$ cat src/verilog/tmon_pkg.sv
// Shared constants and types for the temperature monitor and channel control link
package tmon_pkg;
   localparam int CHAN_W = 5;
   localparam int RES_W = 12;
   localparam int MODE_W = 2;
   localparam int QUADS = 10;
   localparam int SEL_W = 8;
   localparam int KELV_W = 12;
   localparam logic [CHAN_W-1:0] CH_CORE_SUPPLY = 5'h00;
   localparam logic [CHAN_W-1:0] CH_INT_TEMP = 5'h1f;
   localparam int CH_PER_QUAD = 3;
   localparam logic [CHAN_W-1:0] CH_LAST_QUAD = 5'h1e;
   localparam logic [CHAN_W-1:0] CH_OFF_VOLT = 5'h01;
   localparam logic [CHAN_W-1:0] CH_OFF_CURR = 5'h02;
   localparam logic [CHAN_W-1:0] CH_OFF_TEMP = 5'h03;
   localparam logic [MODE_W-1:0] MODE_10B = 2'h0;
   localparam logic [MODE_W-1:0] MODE_12B = 2'h1;
   localparam logic [MODE_W-1:0] MODE_8B = 2'h2;
   localparam logic [MODE_W-1:0] MODE_BAD = 2'h3;
   localparam int SHIFT_8B = 4;
   localparam int SHIFT_10B = 2;
   localparam int SHIFT_8B_K = 2;
   localparam int THROUGHPUT_KSPS = 500;
   localparam int SAMPLE_CYC = 4;
   localparam int DIST_8B = 8;
   localparam int DIST_10B = 10;
   localparam int DIST_12B = 12;
   localparam int CNT_W = 8;
   localparam logic [KELV_W-1:0] OFFSET_K = 12'h005;
   typedef enum logic [1:0] {CH_SUPPLY, CH_VOLT, CH_CURR, CH_TEMP} chan_kind_e;
endpackage : tmon_pkg

$ cat src/verilog/tmon_link_if.sv
// Link between the user control logic and the analog converter block
`timescale 1ns/1ps
`default_nettype none
interface tmon_link_if
   import tmon_pkg::*;
   (
   input wire logic mclk,
   input wire logic rst_b
   );
   logic convStart;
   logic [CHAN_W-1:0] channelSelect;
   logic [MODE_W-1:0] resMode;
   logic [QUADS-1:0] tempStrobe;
   logic internalTempStrobe;
   logic busy;
   logic sample;
   logic dataValid;
   logic [RES_W-1:0] result;
   logic [RES_W-1:0] analogCode;
   modport conv (input mclk, rst_b, convStart, channelSelect, resMode, tempStrobe, internalTempStrobe,
      analogCode, output busy, sample, dataValid, result);
   modport ctrl (input mclk, rst_b, busy, sample, dataValid, result, output convStart, channelSelect,
      resMode, tempStrobe, internalTempStrobe);
endinterface : tmon_link_if
`default_nettype wire

$ cat src/verilog/tmon_adc_end.sv
// Converter end: channel multiplexer decode, conversion sequencing, MSB-justified result
`timescale 1ns/1ps
`default_nettype none
// Operation
// Control drives quad temperature strobe high
// Strobe held high until sampling ends
// Sample time covers strobe high minus setup
// Ten-bit temperature code equals kelvin
// Eight-bit temperature code is four kelvin
// Twelve-bit temperature still one kelvin resolution
// Consumer may subtract five degree offset
// Eight, ten, twelve bits, MSB-justified results
// Twelve-bit throughput up to 500 ksps
// Channel 31 internal diode, 0 supply
// Internal diode strobed before channel 31
// Five-bit channel number selects input
// Quad q uses channels 3q+1..3q+3
// Thirty user channels, population varies
// Channel number is plain unsigned binary
// Mode 00=10b, 01=12b, 10=8b
// Conversion start sampled on rising edge
// Sample high in sample phase, busy kept
// Channel and strobe stable during sampling
// Capture after valid, then scale kelvin
module tmon_adc_end
   (
   tmon_link_if.conv link,
   output logic [tmon_pkg::CHAN_W-1:0] capturedChannel,
   output logic capturedStrobed
   );
   import tmon_pkg::*;

   // ----------------------------------------------------------
   // Channel decode
   // ----------------------------------------------------------
   typedef enum {IDLE, SAMPLING, DISTRIB} phase_e;
   phase_e phase_r;
   phase_e phase_nxt;
   logic [CNT_W-1:0] cnt_r;
   logic [CNT_W-1:0] cnt_nxt;
   logic [CHAN_W-1:0] chan_r;
   logic [MODE_W-1:0] mode_r;
   logic strobed_r;
   logic [RES_W-1:0] code_r;
   logic valid_r;
   logic startSeen;
   logic isTempChan;
   logic chanStrobe;
   logic [CNT_W-1:0] distLen;
   logic [RES_W-1:0] justified;
   logic [CHAN_W-1:0] quadIdx;
   logic quadPresent;
   logic padStrobe;
   logic strobeNow;
   logic [MODE_W-1:0] modeSafe;
   logic inIdle;
   logic inSample;
   logic inDist;
   logic sampleDone;
   logic distDone;
   logic [RES_W-1:0] just8;
   logic [RES_W-1:0] just10;

   // Phase flags and the last cycle of each timed phase
   assign inIdle = (phase_r == IDLE);
   assign inSample = (phase_r == SAMPLING);
   assign inDist = (phase_r == DISTRIB);
   assign sampleDone = inSample && (cnt_r == '0);
   assign distDone = inDist && (cnt_r == '0);

   // Temperature channels are offsets 3 within each quad, plus the internal diode
   function automatic logic isTemp(input logic [CHAN_W-1:0] ch);
      isTemp = (ch == CH_INT_TEMP) ||
         ((ch != CH_CORE_SUPPLY) && (ch <= CH_LAST_QUAD) && ((ch % CH_PER_QUAD) == 0));
   endfunction : isTemp

   assign isTempChan = isTemp(link.channelSelect);
   assign quadIdx = CHAN_W'((link.channelSelect - CH_OFF_VOLT) / CH_PER_QUAD);
   assign quadPresent = (quadIdx < QUADS);
   assign padStrobe = quadPresent ? link.tempStrobe[quadIdx[3:0]] : 1'b0;
   assign chanStrobe = (link.channelSelect == CH_INT_TEMP) ? link.internalTempStrobe : padStrobe;
   assign startSeen = link.convStart && inIdle;

   // Strobe qualification and resolution code taken at start
   assign strobeNow = isTempChan ? chanStrobe : 1'b1;
   assign modeSafe = (link.resMode == MODE_BAD) ? MODE_10B : link.resMode;

   // Distribution cycles follow the latched resolution
   assign distLen = (mode_r == MODE_8B) ? CNT_W'(DIST_8B) :
      (mode_r == MODE_12B) ? CNT_W'(DIST_12B) :
      CNT_W'(DIST_10B);

   // Code with the bits below each resolution forced to zero
   assign just8 = {link.analogCode[RES_W-1:SHIFT_8B], {SHIFT_8B{1'b0}}};
   assign just10 = {link.analogCode[RES_W-1:SHIFT_10B], {SHIFT_10B{1'b0}}};

   // Result justified to the top of the bus for the latched width
   assign justified = (mode_r == MODE_8B) ? just8 :
      (mode_r == MODE_10B) ? just10 :
      link.analogCode;

   // ----------------------------------------------------------
   // Conversion sequencing
   // ----------------------------------------------------------
   always_comb
   begin
      phase_nxt = phase_r;
      cnt_nxt = cnt_r;
      unique case (phase_r)
         IDLE:
         begin
            if (startSeen)
            begin
               phase_nxt = SAMPLING;
               cnt_nxt = CNT_W'(SAMPLE_CYC - 1);
            end
         end
         SAMPLING:
         begin
            if (cnt_r == '0)
            begin
               phase_nxt = DISTRIB;
               cnt_nxt = distLen - 1'b1;
            end
            else
               cnt_nxt = cnt_r - 1'b1;
         end
         DISTRIB:
         begin
            if (cnt_r == '0)
               phase_nxt = IDLE;
            else
               cnt_nxt = cnt_r - 1'b1;
         end
      endcase
   end

   // Phase state and counter
   always_ff @(posedge link.mclk or negedge link.rst_b)
   begin
      if (!link.rst_b)
      begin
         phase_r <= IDLE;
         cnt_r <= '0;
      end
      else
      begin
         phase_r <= phase_nxt;
         cnt_r <= cnt_nxt;
      end
   end

   // Channel and resolution latched when a start is accepted
   always_ff @(posedge link.mclk or negedge link.rst_b)
   begin
      if (!link.rst_b)
      begin
         chan_r <= '0;
         mode_r <= MODE_10B;
      end
      else if (startSeen)
      begin
         chan_r <= link.channelSelect;
         mode_r <= modeSafe;
      end
   end

   // Strobe seen at start and kept high through the whole sample phase
   always_ff @(posedge link.mclk or negedge link.rst_b)
   begin
      if (!link.rst_b)
         strobed_r <= 1'b0;
      else if (startSeen)
         strobed_r <= strobeNow;
      else if (inSample)
         strobed_r <= strobed_r & strobeNow;
   end

   // Analog code taken on the last sample cycle
   always_ff @(posedge link.mclk or negedge link.rst_b)
   begin
      if (!link.rst_b)
         code_r <= '0;
      else if (sampleDone)
         code_r <= justified;
   end

   // Valid rises as busy falls and holds until the next start
   always_ff @(posedge link.mclk or negedge link.rst_b)
   begin
      if (!link.rst_b)
         valid_r <= 1'b0;
      else if (startSeen)
         valid_r <= 1'b0;
      else if (distDone)
         valid_r <= 1'b1;
   end

   // ----------------------------------------------------------
   // Outputs
   // ----------------------------------------------------------
   // Phase flags and the latched result onto the link
   assign link.busy = !inIdle;
   assign link.sample = inSample;
   assign link.dataValid = valid_r;
   assign link.result = code_r;

   // Latched channel and strobe record for the side outputs
   assign capturedChannel = chan_r;
   assign capturedStrobed = strobed_r;
endmodule : tmon_adc_end
`default_nettype wire

$ cat src/flat_wrapper.sv
// flat-port wrapper written by rule: the top's interface ports become plain ports
module tmon_adc_end_flat import tmon_pkg::*;
  (capturedChannel, capturedStrobed, mclk, rst_b, link_convStart, link_channelSelect, link_resMode, link_tempStrobe, link_internalTempStrobe, link_analogCode, link_busy, link_sample, link_dataValid, link_result);
  tmon_link_if link_i (.mclk(mclk), .rst_b(rst_b));
  output logic [tmon_pkg::CHAN_W-1:0] capturedChannel;
  output logic capturedStrobed;
  input wire logic mclk;
  input wire logic rst_b;
  input wire logic [$bits(link_i.convStart)-1:0] link_convStart;
  input wire logic [$bits(link_i.channelSelect)-1:0] link_channelSelect;
  input wire logic [$bits(link_i.resMode)-1:0] link_resMode;
  input wire logic [$bits(link_i.tempStrobe)-1:0] link_tempStrobe;
  input wire logic [$bits(link_i.internalTempStrobe)-1:0] link_internalTempStrobe;
  input wire logic [$bits(link_i.analogCode)-1:0] link_analogCode;
  output wire logic [$bits(link_i.busy)-1:0] link_busy;
  output wire logic [$bits(link_i.sample)-1:0] link_sample;
  output wire logic [$bits(link_i.dataValid)-1:0] link_dataValid;
  output wire logic [$bits(link_i.result)-1:0] link_result;
  assign link_i.convStart = link_convStart;
  assign link_i.channelSelect = link_channelSelect;
  assign link_i.resMode = link_resMode;
  assign link_i.tempStrobe = link_tempStrobe;
  assign link_i.internalTempStrobe = link_internalTempStrobe;
  assign link_i.analogCode = link_analogCode;
  assign link_busy = link_i.busy;
  assign link_sample = link_i.sample;
  assign link_dataValid = link_i.dataValid;
  assign link_result = link_i.result;
  tmon_adc_end u_core (.link(link_i), .capturedChannel(capturedChannel), .capturedStrobed(capturedStrobed));
endmodule
$ cat config.mk
export PLATFORM = sky130hd
export DESIGN_NAME = tmon_adc_end_flat
export DESIGN_NICKNAME = d
export VERILOG_FILES = /design/src/verilog/tmon_pkg.sv /design/src/verilog/tmon_link_if.sv /design/src/verilog/tmon_adc_end.sv /design/src/flat_wrapper.sv
export SDC_FILE = /design/constraint.sdc
export NUM_CORES = 1
export LEC_CHECK = 0
export BUFFER_PORTS_ARGS = -buffer_cell sky130_fd_sc_hd__clkbuf_2
export CAP_MARGIN = 10
export CORE_ASPECT_RATIO = 0.9
export CORE_MARGIN = 4
export CORE_UTILIZATION = 42
export CTS_BUF_LIST = sky130_fd_sc_hd__clkbuf_4 sky130_fd_sc_hd__clkbuf_8 sky130_fd_sc_hd__clkbuf_16
export CTS_CLUSTER_DIAMETER = 120
export DETAILED_ROUTE_END_ITERATION = 12
export PLACE_DENSITY = 0.66
export SETUP_SLACK_MARGIN = 0.2
export SYNTH_ARGS = -nofsm -noshare
export SYNTH_HDL_FRONTEND = slang
export SYNTH_SLANG_ARGS = --single-unit
export TNS_END_PERCENT = 100
$ cat constraint.sdc
create_clock -name mclk -period 5 [get_ports mclk]
set_input_delay 0 -clock mclk [delete_from_list [all_inputs] [get_ports mclk]]
set_output_delay 0 -clock mclk [all_outputs]
set_load 0.02 [all_outputs]
[Word-level counts from Yosys, hierarchy flattened]
Cells that the tools add are included.
Storage, ports and cells
  flip-flop bits (word level): 61
  input port bits: 33
  output and inout bits: 21
Cells by class
  add/subtract/negate cells: 3
  divide/modulo/power cells: 2
  $lt $le $gt $ge: 3
  equality and inequality tests: 12
  multiplexer cells: 22
  bitwise logic cells: 1
  reductions and logical operators: 17
Operators by type and width (count)
  logical NOT 32 bit: 3
  two-way mux 32 bit: 3
  case mux 32 bit (3 select lines): 1
  equality test 32 x 2 -> 1 bit (second input constant): 2
  divider 32 x 2 -> 32 bit (second input constant): 1
  equality test 32 x 1 -> 1 bit (second input constant): 1
  equality test 32 x 3 -> 1 bit (second input constant): 1
  remainder unit 5 x 2 -> 32 bit (second input constant): 1
  two-way mux 8 bit: 4
  case mux 8 bit (3 select lines): 1
  subtractor 8 x 1 -> 8 bit (second input constant): 2
  logical NOT 8 bit: 1
  two-way mux 1 bit: 8
  != test 2 x 1 -> 1 bit (second input constant): 3
  subtractor 5 x 1 -> 6 bit (second input constant): 1
  equality test 5 bit (second input constant): 1
  <= comparator 5 bit (second input constant): 1
  logical AND 1 bit: 5
  < comparator 4 x 5 -> 1 bit (second input constant): 1
  < comparator 5 x 4 -> 1 bit (second input constant): 1
  nonzero test 5 bit: 1
  binary-select mux 1 bit (select 4 bit): 1
  equality test 2 bit (second input constant): 2
  two-way mux 2 bit: 2
  other kinds (11): 12

[Logic depth before layout (Yosys ltp)]
  word-level depth: 10
  depth in mapped cells: 19
  mapped depth without buffers: 15

[Worst setup path after synthesis]
OpenSTA, ideal clock, no wires.
  path kind: input port to flip-flop
  start: input link_channelSelect[3]
  end: register u_core.strobed_r, in the netlist u_core.capturedStrobed
  arrival: 3127 ps
  slack: 1742 ps
  stages: 19
  cell sequence: buf_6 -> clkbuf_1 -> clkbuf_1 -> ha_1 -> and3b_1 -> nor3_1 -> o21bai_1 -> ha_1 -> clkbuf_1 -> a211oi_1 -> xnor2_1 -> ha_1 -> nor2_1 -> o31ai_1 -> a221o_1 -> o21a_1 -> o21ai_0 -> and4b_1 -> o21ai_1
On the way
  cells in the longest elaborated chain, start to end: 10
Ends and longest elaborated chain
  start: declaration: line flat_wrapper.sv:10  | input wire logic [$bits(link_i.channelSelect)-1:0] link_channelSelect;
  subtractor 5 x 1 -> 6 bit: line tmon_adc_end.sv:78  | assign quadIdx = CHAN_W'((link.channelSelect - CH_OFF_VOLT) / CH_PER_QUAD);
  divider 32 x 2 -> 32 bit: line tmon_adc_end.sv:78
  binary-select mux 1 bit (select 4 bit): line tmon_adc_end.sv:80  | assign padStrobe = quadPresent ? link.tempStrobe[quadIdx[3:0]] : 1'b0;
  two-way mux 1 bit (implied by the code): line tmon_adc_end.sv:80
  two-way mux 1 bit: line tmon_adc_end.sv:80
  two-way mux 1 bit: line tmon_adc_end.sv:81  | assign chanStrobe = (link.channelSelect == CH_INT_TEMP) ? link.internalTempStrobe : padStrobe;
  two-way mux 1 bit (*): line tmon_adc_end.sv:85  | assign strobeNow = isTempChan ? chanStrobe : 1'b1;
  AND 1 bit: line tmon_adc_end.sv:176  | strobed_r <= strobed_r & strobeNow;
  two-way mux 1 bit: line tmon_adc_end.sv:175  | else if (inSample)
  two-way mux 1 bit (*): line tmon_adc_end.sv:173  | else if (startSeen)
  end signal: assignment: line tmon_adc_end.sv:174  | strobed_r <= strobeNow;
  end signal: assignment: line tmon_adc_end.sv:176
  end: declaration: line tmon_adc_end.sv:43  | logic strobed_r;
Every way passes the cells marked *; elsewhere a longest branch is shown, timed or not. The select of a mux whose other input is x is not followed.
A chain may end at the register's enable or synchronous reset.

[Worst setup path after layout]
  start: input link_channelSelect[4]
  end: register u_core.strobed_r, in the netlist u_core.capturedStrobed
Same word-level chain as after synthesis.

==> results.json <==
{
  "yosysTopAreaCell": "dfrtp_1",
  "clock_path_buffers": 2,
  "grtUsageMet3_pct": 3.53,
  "grt_overflow": 0,
  "grtUsageMet2_pct": 29.2,
  "skew_ns": 0.00360,
  "worstPathRequired_ns": 5.16,
  "initial_utilization_pct": 44.3,
  "hold_viol_final": 0,
  "cts_tree": "done",
  "slew_headroom_pct": 47.2,
  "outcome": "complete, no violations",
  "numPlacedInstances": 381,
  "numCtsBuffers": 5,
  "cts.clk_slew.worst_paths_ns": 0.06,
  "grt_util_met1_pct": 22.8,
  "io_pins": 54,
  "arrival_ns": 3.35,
  "clock-sinks": 31,
  "antenna_found_initial": 0,
  "place_area_sq_um": 2650,
  "slew_violations": 0,
  "drt_iter0_markers": 110,
  "setup.worst_path.start_class": "input pin",
  "num_vias": 2179,
  "rsz0062_at_grt": "no",
  "synthDistinctLibCells": 60,
  "die_h_um": 79.2,
  "hp-class": "input pin to flop",
  "htreeDepth": 2,
  "synth_area_per_cell_sq_um": 8.64,
  "grt_pass1_vias": 2138,
  "design_area_sq_um": 2900,
  "routed_wl_um": 5830,
  "period_share_pct": 63.9,
  "hold_ws_ns": 0.0431,
  "p_leak_nw": 1.35,
  "tightest_slew_ns": 0.792,
  "power.total_mw": 1.25,
  "fp.dieW_um": 87.1,
  "tns_ns": 0,
  "synth_fp_nets": 323,
  "async_reset_ff_share_pct": 100,
  "ys_seq_area_share_pct": 32.8,
  "criticalPathCategory": "input pin to flop",
  "dp_hpwl_um": 4260,
  "syn_inst": 274,
  "r2r_setup_slack_ns": 2.25,
  "max_freq_mhz": 313,
  "synth-seq-cells": 31,
  "row_count": 25,
  "drc": 0,
  "synth_top_area_share_pct": 32.8,
  "worst_ir_drop_vdd_uv": 245,
  "yosys_warnings": 0,
  "insertion_delay_ns": 0.28,
  "clockRootBuffer": "clkbuf_8",
  "synth_top_cells_by_area": "dfrtp_1, ha_1, o21ai_0",
  "core-area_sq_um": 5350,
  "vias_per_cell": 5.38,
  "gp_congestion": 0.875,
  "nets": 386,
  "port-buffer-count": 53,
  "ff2ff_path_depth": 4,
  "fin_crit_ns": 3.19,
  "grt_max_degree": 32,
  "syn_area_sq_um": 2370,
  "end_kind": "flop",
  "area_delta_synth_final_pct": 22.4,
  "hold_depth": 4,
  "avgRoutedWirePerCell_um": 14.4,
  "worst-path-max-fanout": 23,
  "grt_busiest_layer": "met2",
  "cap_viol_max_count": 0,
  "synth_edf_count": 0,
  "die_area_sq_um": 6900,
  "diodes": 0,
  "multi_input_area_sq_um": 1450,
  "drtAntennaViolNets": 0,
  "register_area_sq_um": 776,
  "ys.flop_type": "dfrtp_1",
  "grt_pass1_wl_um": 9720,
  "n_fill_cell": 479,
  "setup_viol": 0,
  "track_usage_pct": 17.6,
  "p_per_area_nw_per_um2": 430,
  "cts-resized-gates": 0,
  "final_cells": 405,
  "drt_pass1_iterations": 4,
  "final_layout_size_suffix_gt1_share_pct": 23.4
}
[metal layers]
metal / share of wire [%] / up-vias
met4: 1.6 / 0
met2: 45 / 70
met5: 0 / -
li1: - / 1116
met1: 47 / 984
met3: 6.1 / 9
[worst max-delay path, cell delays in order]
cell	delay (ns)
clkbuf_2	0.28
ha_1	0.50
and3b_1	0.24
a21oi_1	0.19
o21bai_1	0.12
ha_1	0.31
a211oi_1	0.32
xnor2_1	0.14
ha_1	0.22
nor2_1	0.12
o31ai_1	0.07
a221o_1	0.26
o21a_1	0.17
o21ai_0	0.13
and4b_1	0.22
o21ai_1	0.06
[sequential cells by signal (all words and copies together), names as in the netlist]
| signal | cells |
|---|---|
| u_core.capturedChannel | 5 |
| u_core.capturedStrobed | 1 |
| u_core.cnt_r | 8 |
| u_core.link.dataValid | 1 |
| u_core.link.result | 12 |
| u_core.mode_r | 2 |
| u_core.phase_r | 2 |
[final timing paths]
check / startpoint / end
hold / removal: link_convStart / u_core.cnt_r[5]
hold reg to reg: u_core.capturedChannel[2] / u_core.capturedChannel[2]
max in group asynchronous: rst_b / u_core.capturedChannel[2]
setup / recovery: link_channelSelect[4] / u_core.capturedStrobed
setup reg to reg: u_core.cnt_r[3] / u_core.link.result[5]
min in group asynchronous: rst_b / u_core.link.result[0]
[synthesized netlist by cell type, types with 2 or more instances]
cell,number
o21ai_0,28
o41ai_1,2
buf_2,6
xnor2_1,5
o31ai_1,2
mux2_2,9
nand3b_1,2
nand2_1,33
nand4_1,3
o2111ai_1,2
a21oi_1,13
nand2b_1,6
dfrtp_1,31
clkbuf_1,5
a211oi_1,2
and2_1,3
nor2_1,20
a22oi_1,2
nand3_1,8
ha_1,16
a221o_1,3
o22ai_1,3
o21a_1,2
o21ba_2,2
mux2i_1,7
o21bai_1,2
inv_1,19
nor3_1,4
or3_1,3
[placed cells by master, fill, tap and decap left out, types with 8 or more instances in the layout]
cell type / instances
clkbuf_2: 53
nand2_1: 33
dfrtp_1: 31
o21ai_0: 28
nor2_1: 20
inv_1: 19
ha_1: 16
dlygate4sd3_1: 16
a21oi_1: 13
mux2_2: 9
nand3_1: 8
[repair_timing]
action | in CTS | in global routing
setup buffers | 0 | 0
hold endpoints to repair | 45 | 0
hold buffers | 16 | 0
[metrics by stage]
| stage | worst slack (ns) | util, % |
|---|---|---|
| finish | 1.81 | 54.2 |
| global route | 1.47 | 54.2 |
| CTS | 1.83 | 54.2 |
| detailed placement | 1.51 | 49.5 |
| global placement | 1.59 | 49.5 |
| floorplan | 1.74 | - |
[power by group]
part           total, mW  switching, mW  internal [mW]  leakage (nW)
registers          0.414         0.0640          0.350         0.389
logic              0.630          0.386          0.245         0.911
clock network      0.201         0.0928          0.108        0.0491
[cells by family after synthesis]
group,Yosys count,synth area share (%)
adder cells (fa/ha/maj),16,8.46
XOR/XNOR,6,2.22
AND/OR/NAND/NOR,92,19.2
AO/OA/AOI/OAI,80,23.6
buffers and inverters,32,5.87
multiplexers,17,7.88
flip-flops,31,32.8
[cell type report]
| type | instances | share of cell area, % |
|---|---|---|
| inverters | 19 | 2.46 |
| well taps | 67 | 2.89 |
| multi-input cells | 211 | 50.1 |
| clock inverters | 1 | 0.173 |
| repair buffers | 69 | 14.7 |
| clock buffers | 7 | 2.89 |
| flip-flops and latches | 31 | 26.8 |
Power figures use the tool's default switching activity.
